`src/hdl/dcs_regs.svh`:
```
/*
  Constants of the debug control/status block: CSR address, field
  positions, fixed field values, entry causes and reset values.
  Assumes nothing; included by the two design modules, dcs_sync and dcs_ctrl.
*/
`ifndef DCS_REGS_SVH
`define DCS_REGS_SVH

// CSR address of the debug control/status register.
`define DCS_CSR_ADDR 12'h7B0

// Field positions.
`define DCS_VER_HI 31
`define DCS_VER_LO 28
`define DCS_EBRKM_BIT 15
`define DCS_EBRKS_BIT 13
`define DCS_EBRKU_BIT 12
`define DCS_STEPIE_BIT 11
`define DCS_STOPCNT_BIT 10
`define DCS_STOPTIME_BIT 9
`define DCS_CAUSE_HI 8
`define DCS_CAUSE_LO 6
`define DCS_MPRVEN_BIT 4
`define DCS_NMIP_BIT 3
`define DCS_STEP_BIT 2
`define DCS_PRV_HI 1
`define DCS_PRV_LO 0

// Fixed and reset values.
`define DCS_VERSION 4'h4
`define DCS_PRV_M 2'h3
`define DCS_ZERO_BIT 1'h0
`define DCS_WORD_ZERO 32'h0000_0000

// Entry cause encodings.
`define DCS_CAUSE_NONE 3'h0
`define DCS_CAUSE_EBREAK 3'h1
`define DCS_CAUSE_TRIGGER 3'h2
`define DCS_CAUSE_HALTREQ 3'h3
`define DCS_CAUSE_STEP 3'h4
`define DCS_CAUSE_RSTHALT 3'h5

// Cycles to wait after reset before the synchronised reset-halt level is trusted.
// The filtered level settles on the fourth edge after release, so the decision waits one more.
`define DCS_BOOT_WAIT 3'h4
`define DCS_BOOT_ZERO 3'h0
`define DCS_BOOT_ONE 3'h1

`endif

```
`src/hdl/dcs_pkg.sv`:
```
/*
  Types of the debug control/status block: hart state encoding and the
  state records of the two design modules.
  Assumes dcs_regs.svh is on the include path.
*/
package dcs_pkg;

  // Number of pin-level inputs passed through the synchroniser.
  localparam int DCS_SYNC_W = 3;

  typedef enum logic [1:0] {
    DCS_ST_RUN = 2'b00,
    DCS_ST_STEP = 2'b01,
    DCS_ST_HALT = 2'b10,
    DCS_ST_BOOT = 2'b11
  } dcs_state_e;

  typedef struct packed {
    logic [DCS_SYNC_W-1:0] ff1;
    logic [DCS_SYNC_W-1:0] ff2;
    logic [DCS_SYNC_W-1:0] ff3;
    logic [DCS_SYNC_W-1:0] level;
  } dcs_sync_s;

  typedef struct packed {
    dcs_state_e state;
    logic [2:0] boot_cnt;
    logic ebreakm;
    logic stepie;
    logic stopcount;
    logic step;
    logic [2:0] cause;
    logic [1:0] prv;
    logic [31:0] csr_rdata;
    logic csr_hit;
    logic csr_illegal;
    logic debug_mode;
    logic debug_entry;
    logic ebreak_to_debug;
    logic irq_block;
    logic count_stop;
    logic step_active;
  } dcs_core_s;

endpackage

```
`src/hdl/dcs_sync.sv`:
```
/*
  Three-stage synchroniser for pin-level inputs of the debug block.
  The output moves only once the second and third stages agree, which
  filters a single-cycle glitch. Assumes one clock and a synchronous reset.
*/
`timescale 1ns/1ps
`include "dcs_regs.svh"

module dcs_sync (
  // Clock, reset, enable
  input wire logic sys_clk,
  input wire logic reset,
  input wire logic clk_en,
  // Levels from outside the clock domain
  input wire logic [dcs_pkg::DCS_SYNC_W-1:0] async_in,
  // Filtered levels
  output logic [dcs_pkg::DCS_SYNC_W-1:0] sync_out
);

  dcs_pkg::dcs_sync_s st;
  dcs_pkg::dcs_sync_s next_st;

  always_comb begin
    next_st = st;
    next_st.ff1 = async_in;
    next_st.ff2 = st.ff1;
    next_st.ff3 = st.ff2;
    for (int i = 0; i < dcs_pkg::DCS_SYNC_W; i++) begin
      if (st.ff2[i] == st.ff3[i]) begin
        next_st.level[i] = st.ff3[i];
      end
    end
  end

  always_ff @(posedge sys_clk) begin
    if (reset) begin
      st <= '0;
    end else if (clk_en) begin
      st <= next_st;
    end
  end

  assign sync_out = st.level;

endmodule // dcs_sync

```
`src/hdl/dcs_ctrl.sv`:
```
/*
  Debug control/status register of a machine-mode-only hart with the
  halt, step and resume sequencing that feeds its entry cause.
  Assumes a core that reports ebreak, trigger hits, retirement and
  exceptions on this clock, and a debugger whose halt lines are pins.
*/
`timescale 1ns/1ps
`include "dcs_regs.svh"

// Function
// - Register reachable only in Debug Mode; machine-mode access flags illegal instruction.
// - Register decoded at CSR address 0x7B0.
// - Version field 31:28 always reads 4.
// - Bit 15 set makes machine-mode ebreak enter Debug Mode; resets to 0.
// - Supervisor and user ebreak enables, bits 13 and 12, read 0.
// - Bit 11 clear blocks interrupts while stepping, set allows them; resets 0.
// - Bit 10 set stops counters in Debug Mode and on entering ebreak.
// - Timer freeze bit 9 reads 0; timers keep running in Debug Mode.
// - Bits 8:6 hold entry cause: ebreak, trigger, haltreq, step, reset-halt.
// - Simultaneous causes: trigger, ebreak, reset-halt, haltreq, step, in that order.
// - Halt straight out of reset reports cause 5, or optionally 3.
// - Effective-privilege enable bit 4 reads 0.
// - Bit 3 shows a pending non-maskable interrupt.
// - Step bit set outside Debug Mode runs one instruction then halts.
// - Stepped instruction hitting an exception halts at once, before the handler.
// - Bits 1:0 hold privilege at entry, machine mode 3, reset value 3.
module dcs_ctrl #(
  parameter bit RESET_HALT_AS_HALTREQ = 1'b0
) (
  // Clock, reset, enable
  input wire logic sys_clk,
  input wire logic reset,
  input wire logic clk_en,
  // CSR access from the core
  input wire logic csr_rd,
  input wire logic csr_wr,
  input wire logic [11:0] csr_addr,
  input wire logic [31:0] csr_wdata,
  output logic [31:0] csr_rdata,
  output logic csr_hit,
  output logic csr_illegal,
  // Halt requests from pins
  input wire logic dbg_halt_req,
  input wire logic multicore_debug_ctl_port_halt_req,
  input wire logic reset_halt_req,
  // Debugger resume, same clock
  input wire logic resume_req,
  // Core events, same clock
  input wire logic trigger_hit,
  input wire logic ebreak_exec,
  input wire logic instr_retired,
  input wire logic step_exception,
  input wire logic nmi_pending,
  // Hart control outputs
  output logic debug_mode,
  output logic debug_entry,
  output logic ebreak_to_debug,
  output logic irq_block,
  output logic count_stop,
  output logic step_active
);

  dcs_pkg::dcs_core_s st;
  dcs_pkg::dcs_core_s next_st;
  logic [dcs_pkg::DCS_SYNC_W-1:0] pins_sync;
  logic halt_req_s;
  logic rst_halt_s;

  // Pin requests are levels from the debugger's side and need filtering.
  dcs_sync u_sync (
    .sys_clk(sys_clk),
    .reset(reset),
    .clk_en(clk_en),
    .async_in({reset_halt_req, multicore_debug_ctl_port_halt_req, dbg_halt_req}),
    .sync_out(pins_sync)
  );

  assign halt_req_s = pins_sync[0] | pins_sync[1];
  assign rst_halt_s = pins_sync[2];

  // Picks the highest-priority entry reason among those present.
  function automatic logic [2:0] pick_cause(
    input logic trig,
    input logic ebrk,
    input logic rsthalt,
    input logic halt,
    input logic stepdone
  );
    logic [2:0] c;
    c = `DCS_CAUSE_NONE;
    if (trig) begin
      c = `DCS_CAUSE_TRIGGER;
    end else if (ebrk) begin
      c = `DCS_CAUSE_EBREAK;
    end else if (rsthalt) begin
      c = RESET_HALT_AS_HALTREQ ? `DCS_CAUSE_HALTREQ : `DCS_CAUSE_RSTHALT;
    end else if (halt) begin
      c = `DCS_CAUSE_HALTREQ;
    end else if (stepdone) begin
      c = `DCS_CAUSE_STEP;
    end
    return c;
  endfunction

  // Assembles the register image; fixed fields are constants here.
  function automatic logic [31:0] read_image(
    input dcs_pkg::dcs_core_s s,
    input logic nmi
  );
    logic [31:0] v;
    v = `DCS_WORD_ZERO;
    v[`DCS_VER_HI:`DCS_VER_LO] = `DCS_VERSION;
    v[`DCS_EBRKM_BIT] = s.ebreakm;
    v[`DCS_EBRKS_BIT] = `DCS_ZERO_BIT;
    v[`DCS_EBRKU_BIT] = `DCS_ZERO_BIT;
    v[`DCS_STEPIE_BIT] = s.stepie;
    v[`DCS_STOPCNT_BIT] = s.stopcount;
    v[`DCS_STOPTIME_BIT] = `DCS_ZERO_BIT;
    v[`DCS_CAUSE_HI:`DCS_CAUSE_LO] = s.cause;
    v[`DCS_MPRVEN_BIT] = `DCS_ZERO_BIT;
    v[`DCS_NMIP_BIT] = nmi;
    v[`DCS_STEP_BIT] = s.step;
    v[`DCS_PRV_HI:`DCS_PRV_LO] = s.prv;
    return v;
  endfunction

  logic addr_match;
  logic acc_req;
  logic ebrk_take;
  logic step_done;
  logic [2:0] run_cause;

  assign addr_match = (csr_addr == `DCS_CSR_ADDR);
  assign acc_req = (csr_rd | csr_wr) & addr_match;

  always_comb begin
    next_st = st;
    next_st.csr_hit = 1'b0;
    next_st.csr_illegal = 1'b0;
    next_st.csr_rdata = `DCS_WORD_ZERO;
    next_st.debug_entry = 1'b0;
    ebrk_take = ebreak_exec & st.ebreakm;
    step_done = instr_retired | step_exception;
    run_cause = `DCS_CAUSE_NONE;

    unique case (st.state)
      dcs_pkg::DCS_ST_BOOT: begin
        // The synchroniser needs a few cycles before its level means anything.
        if (st.boot_cnt != `DCS_BOOT_WAIT) begin
          next_st.boot_cnt = st.boot_cnt + `DCS_BOOT_ONE;
        end else begin
          run_cause = pick_cause(1'b0, 1'b0, rst_halt_s, 1'b0, 1'b0);
          next_st.state = dcs_pkg::DCS_ST_RUN;
        end
      end
      dcs_pkg::DCS_ST_RUN: begin
        run_cause = pick_cause(trigger_hit, ebrk_take, 1'b0, halt_req_s, 1'b0);
      end
      dcs_pkg::DCS_ST_STEP: begin
        // A step ends on retirement or on an exception, whichever comes first.
        run_cause = pick_cause(trigger_hit, ebrk_take, 1'b0, halt_req_s, step_done);
      end
      dcs_pkg::DCS_ST_HALT: begin
        if (resume_req) begin
          next_st.state = st.step ? dcs_pkg::DCS_ST_STEP : dcs_pkg::DCS_ST_RUN;
        end
      end
    endcase

    if (run_cause != `DCS_CAUSE_NONE) begin
      next_st.state = dcs_pkg::DCS_ST_HALT;
      next_st.debug_entry = 1'b1;
      next_st.cause = run_cause;
      next_st.prv = `DCS_PRV_M;
    end

    if (acc_req) begin
      if (st.state == dcs_pkg::DCS_ST_HALT) begin
        next_st.csr_hit = 1'b1;
        if (csr_rd) begin
          next_st.csr_rdata = read_image(st, nmi_pending);
        end
        // Writes reach only the writable bits; the rest are rebuilt on read.
        if (csr_wr) begin
          next_st.ebreakm = csr_wdata[`DCS_EBRKM_BIT];
          next_st.stepie = csr_wdata[`DCS_STEPIE_BIT];
          next_st.stopcount = csr_wdata[`DCS_STOPCNT_BIT];
          next_st.step = csr_wdata[`DCS_STEP_BIT];
        end
      end else begin
        next_st.csr_illegal = 1'b1;
      end
    end

    next_st.debug_mode = (next_st.state == dcs_pkg::DCS_ST_HALT);
    next_st.step_active = (next_st.state == dcs_pkg::DCS_ST_STEP);
    next_st.ebreak_to_debug = next_st.ebreakm;
    next_st.irq_block = next_st.step_active & ~next_st.stepie;
    // Counting stops on the entering ebreak too, so its own retirement is not counted.
    next_st.count_stop = next_st.stopcount &
      (next_st.debug_mode | (ebrk_take & (st.state != dcs_pkg::DCS_ST_HALT)));
  end

  always_ff @(posedge sys_clk) begin
    if (reset) begin
      st.state <= dcs_pkg::DCS_ST_BOOT;
      st.boot_cnt <= `DCS_BOOT_ZERO;
      st.ebreakm <= `DCS_ZERO_BIT;
      st.stepie <= `DCS_ZERO_BIT;
      st.stopcount <= `DCS_ZERO_BIT;
      st.step <= `DCS_ZERO_BIT;
      st.cause <= `DCS_CAUSE_NONE;
      st.prv <= `DCS_PRV_M;
      st.csr_rdata <= `DCS_WORD_ZERO;
      st.csr_hit <= `DCS_ZERO_BIT;
      st.csr_illegal <= `DCS_ZERO_BIT;
      st.debug_mode <= `DCS_ZERO_BIT;
      st.debug_entry <= `DCS_ZERO_BIT;
      st.ebreak_to_debug <= `DCS_ZERO_BIT;
      st.irq_block <= `DCS_ZERO_BIT;
      st.count_stop <= `DCS_ZERO_BIT;
      st.step_active <= `DCS_ZERO_BIT;
    end else if (clk_en) begin
      st <= next_st;
    end
  end

  assign csr_rdata = st.csr_rdata;
  assign csr_hit = st.csr_hit;
  assign csr_illegal = st.csr_illegal;
  assign debug_mode = st.debug_mode;
  assign debug_entry = st.debug_entry;
  assign ebreak_to_debug = st.ebreak_to_debug;
  assign irq_block = st.irq_block;
  assign count_stop = st.count_stop;
  assign step_active = st.step_active;

endmodule // dcs_ctrl

```
`config.mk`:
```
export PLATFORM = sky130hd
export DESIGN_NAME = dcs_ctrl
export DESIGN_NICKNAME = d
export VERILOG_FILES = /design/src/hdl/dcs_pkg.sv /design/src/hdl/dcs_sync.sv /design/src/hdl/dcs_ctrl.sv
export VERILOG_INCLUDE_DIRS = /design/src /design/src/hdl
export SDC_FILE = /design/constraint.sdc
export NUM_CORES = 1
export LEC_CHECK = 0
export BUFFER_PORTS_ARGS = -buffer_cell sky130_fd_sc_hd__buf_2
export CAP_MARGIN = 20
export CORE_UTILIZATION = 35
export DETAILED_ROUTE_END_ITERATION = 7
export PLACE_DENSITY = 0.62
export SYNTH_ARGS = -nofsm -noshare
export SYNTH_HDL_FRONTEND = slang
export SYNTH_SLANG_ARGS = --single-unit
```
`constraint.sdc`:
```
create_clock -name sys_clk -period 1.69 [get_ports sys_clk]
set_clock_uncertainty 0.05 [all_clocks]
set_input_delay 0.2535 -clock sys_clk [delete_from_list [all_inputs] [get_ports sys_clk]]
set_output_delay 0.2535 -clock sys_clk [all_outputs]
set_load 0.05 [all_outputs]
```
==> impl_metrics.json <==
{
  "synth_top_cell_by_area": "dfxtp_1",
  "grt_pass1_vias": 1514,
  "hold_viol": 0,
  "routed_via_density": 4.65,
  "synth-compound-area-share": 0.155,
  "async_reset_ff_frac": 0,
  "finalSetupViolCount": 0,
  "p_per_area_nw_per_um2": 827,
  "avgSynthCellArea_um2": 8.69,
  "htreeDepth": 2,
  "crit_path_end_kind": "flop",
  "leakage_nw": 1.17,
  "power_frac_seq": 0.477,
  "synth_top_area_share": 0.406,
  "portBuffers": 48,
  "critPathKind": "flop to flop",
  "drc": 0,
  "hpwl_mm": 3.05,
  "status": "finished, final reports clean",
  "cts_buffer_depth": 2,
  "cp_cell_sequence": "or2_2, and4bb_2, nor3_2, buf_4, a311oi_2",
  "grtUsageTotal": 0.142,
  "fillers": 550,
  "critPathMaxFanout": 4,
  "drive_gt1_frac": 0.356,
  "die_w_um": 77.1,
  "synth_top_family_by_area": "simple AND/OR/NAND/NOR gates",
  "cp_data_required_time_ns": 1.83,
  "hp-class": "input port to flop",
  "ys_types": 40,
  "power.total_w": 0.00205,
  "antenna_left": 0,
  "switching_share": 0.267,
  "synth-adder-area-share": 0.0127,
  "cpMaxStageDelayCell": "and4bb_2",
  "finalSetupTns_ns": 0,
  "core_area_um2": 5270,
  "syn_area_um2": 1970,
  "synth_area_leaders": "dfxtp_1 41%, buf_4 13%, mux2i_1 6.6%, nor2_1 6.1%, a21oi_1 3.8%",
  "drt-initial-drc-count": 63,
  "wire_per_inst_um": 11.4,
  "intPower_w": 0.00150,
  "synth_xor_area_frac": 0.00888,
  "cap_violations": 0,
  "fp-row-count": 26,
  "synth.ff_latch_count": 40,
  "antenna_cells": 0,
  "combPwrFrac": 0.154,
  "cts_sinks": 40,
  "die_h_um": 77.1,
  "peakVddDrop_mv": 0.495,
  "area_growth_syn_to_layout_pct": 25.6,
  "fp.dieArea_um2": 5940,
  "synth_ff_type": "dfxtp_1",
  "syn_inst": 227,
  "fin_area_um2": 2480,
  "synth-simple-area-share": 0.185,
  "ctsRootBufferMaster": "clkbuf_8",
  "ios": 98,
  "slowest_delay_ns": 0.37,
  "ys_seq_area_frac": 0.406,
  "firstDrtPassIters": 4,
  "placed_cell_area_um2": 2310,
  "antenna_found_initial": 0,
  "drt-total-wl_mm": 4.08,
  "cts_tree": "done",
  "initial_core_util": 0.374,
  "fin_crit_sh": 0.965,
  "grt_pass1_wl_mm": 6.71,
  "nNetsFinal": 348,
  "slew_viol_final": 0,
  "cp.arrival_ns": 1.77,
  "synth_edf_count": 0,
  "synthMuxAreaShare": 0.0717,
  "power_switching_w": 0.000547,
  "gp_congestion": 0.795,
  "clk_pin_slew_ns": 0.07,
  "yosysWarnings": 0,
  "cts_hold_buf": 0,
  "cts_inserted_buffers": 5,
  "p_clk_frac": 0.369,
  "timing.fmax_mhz": 613,
  "critPathLaunchType": "flop",
  "overflow": 0,
  "fin_crit_ns": 1.63,
  "vias": 1668,
  "whs_ns": 0.154,
  "grt_max_degree": 18,
  "insertion_delay_ns": 0.28
}
[Yosys cell counts, drive strengths merged, types with 3 or more instances]
cell,n
a21oi,15
a22oi,10
buf,38
clkbuf,6
dfxtp,40
inv,6
mux2i,13
nand2,14
nand3,6
nor2,32
nor4,3
o21ai,10
[critical path: cells and delay by family, from the launching register on]
family	cells	cell delay [ns]
compound gates	1	0.23
buf+inv	1	0.15
flops	1	0.34
simple gates	3	0.76
[cells by family after synthesis]
logic type	count (synthesis)
simple gates	70
flops	40
buf+inv	50
other cells	1
fa+ha+maj	2
compound gates	48
xor+xnor	2
mux	14
[layer usage]
| layer | track usage | wire [µm] |
|---|---|---|
| met4 | 0.0396 | 14 |
| met1 | 0.178 | 2000 |
| met5 | 0 | 0 |
| met3 | 0.0369 | 184 |
| met2 | 0.239 | 1890 |
[power groups by stage]
| stage | Sequential [W] | Clock [W] | Combinational [W] |
|---|---|---|---|
| after floorplan | 0.00101 | 0 | 0.000241 |
| after global placement | 0.000997 | 0 | 0.000303 |
| after detailed placement | 0.000998 | 0 | 0.000305 |
| after CTS | 0.000976 | 0.000776 | 0.000310 |
| after global routing | 0.000979 | 0.000824 | 0.000338 |
| final | 0.000977 | 0.000756 | 0.000315 |
[sequential cells by signal (all words and copies together) (netlist names)]
signal and flops:
count_stop 1, csr_hit 1, csr_illegal 1, csr_rdata 9
debug_entry 1, debug_mode 1, ebreak_to_debug 1, irq_block 1
st 11, step_active 1, u_sync.next_st 6, u_sync.st 3
u_sync.sync_out 3
[final timing paths]
| path | from | endpoint | slack (ns) | cells after the start |
|---|---|---|---|---|
| worst min register to register | csr_hit | csr_hit | 0.41 | 2 |
| worst max-delay path | st[53] | debug_mode | 0.06 | 5 |
| worst max register to register | st[53] | debug_mode | 0.06 | 5 |
| worst min-delay path | reset_halt_req | u_sync.next_st[8] | 0.15 | 3 |
[final cells by class]
cell class | count | area (µm²) | area share
clock buffers | 6 | 72.6 | 0.0293
clock inverters | 2 | 35.0 | 0.0141
inverters | 6 | 22.5 | 0.00910
multi-input cells | 157 | 975 | 0.394
flip-flops and latches | 40 | 806 | 0.325
well taps | 70 | 87.6 | 0.0354
repair buffers | 78 | 478 | 0.193
[per-stage QoR]
step | utilization | setup WS (ns) | instances
after floorplan | - | -0.0366 | 247
after global placement | 0.439 | -0.137 | 349
after detailed placement | 0.439 | -0.142 | 349
after CTS | 0.465 | 0.00625 | 359
final | 0.470 | 0.0594 | 359
after global routing | 0.470 | -0.00913 | 359
[placed cells by master (no fill, tap or decap), drive strengths merged, types with 2 or more instances in the layout]
master / count
buf: 78
dfxtp: 40
nor2: 32
conb: 21
a21oi: 15
nand2: 14
mux2i: 13
o21ai: 10
a22oi: 10
inv: 6
nand3: 6
clkbuf: 6
nor4: 3
a21o: 2
and2: 2
nand3b: 2
nand4b: 2
a31oi: 2
nor2b: 2
o2bb2ai: 2
nor3: 2
ha: 2
[repair_timing]
item,in CTS,in global routing
gates cloned,0,0
resized for setup,3,8
setup buffers,2,0
pin swaps,3,7
endpoints found under the setup margin,3,7
No activity file was read; power rests on OpenSTA's default activity.
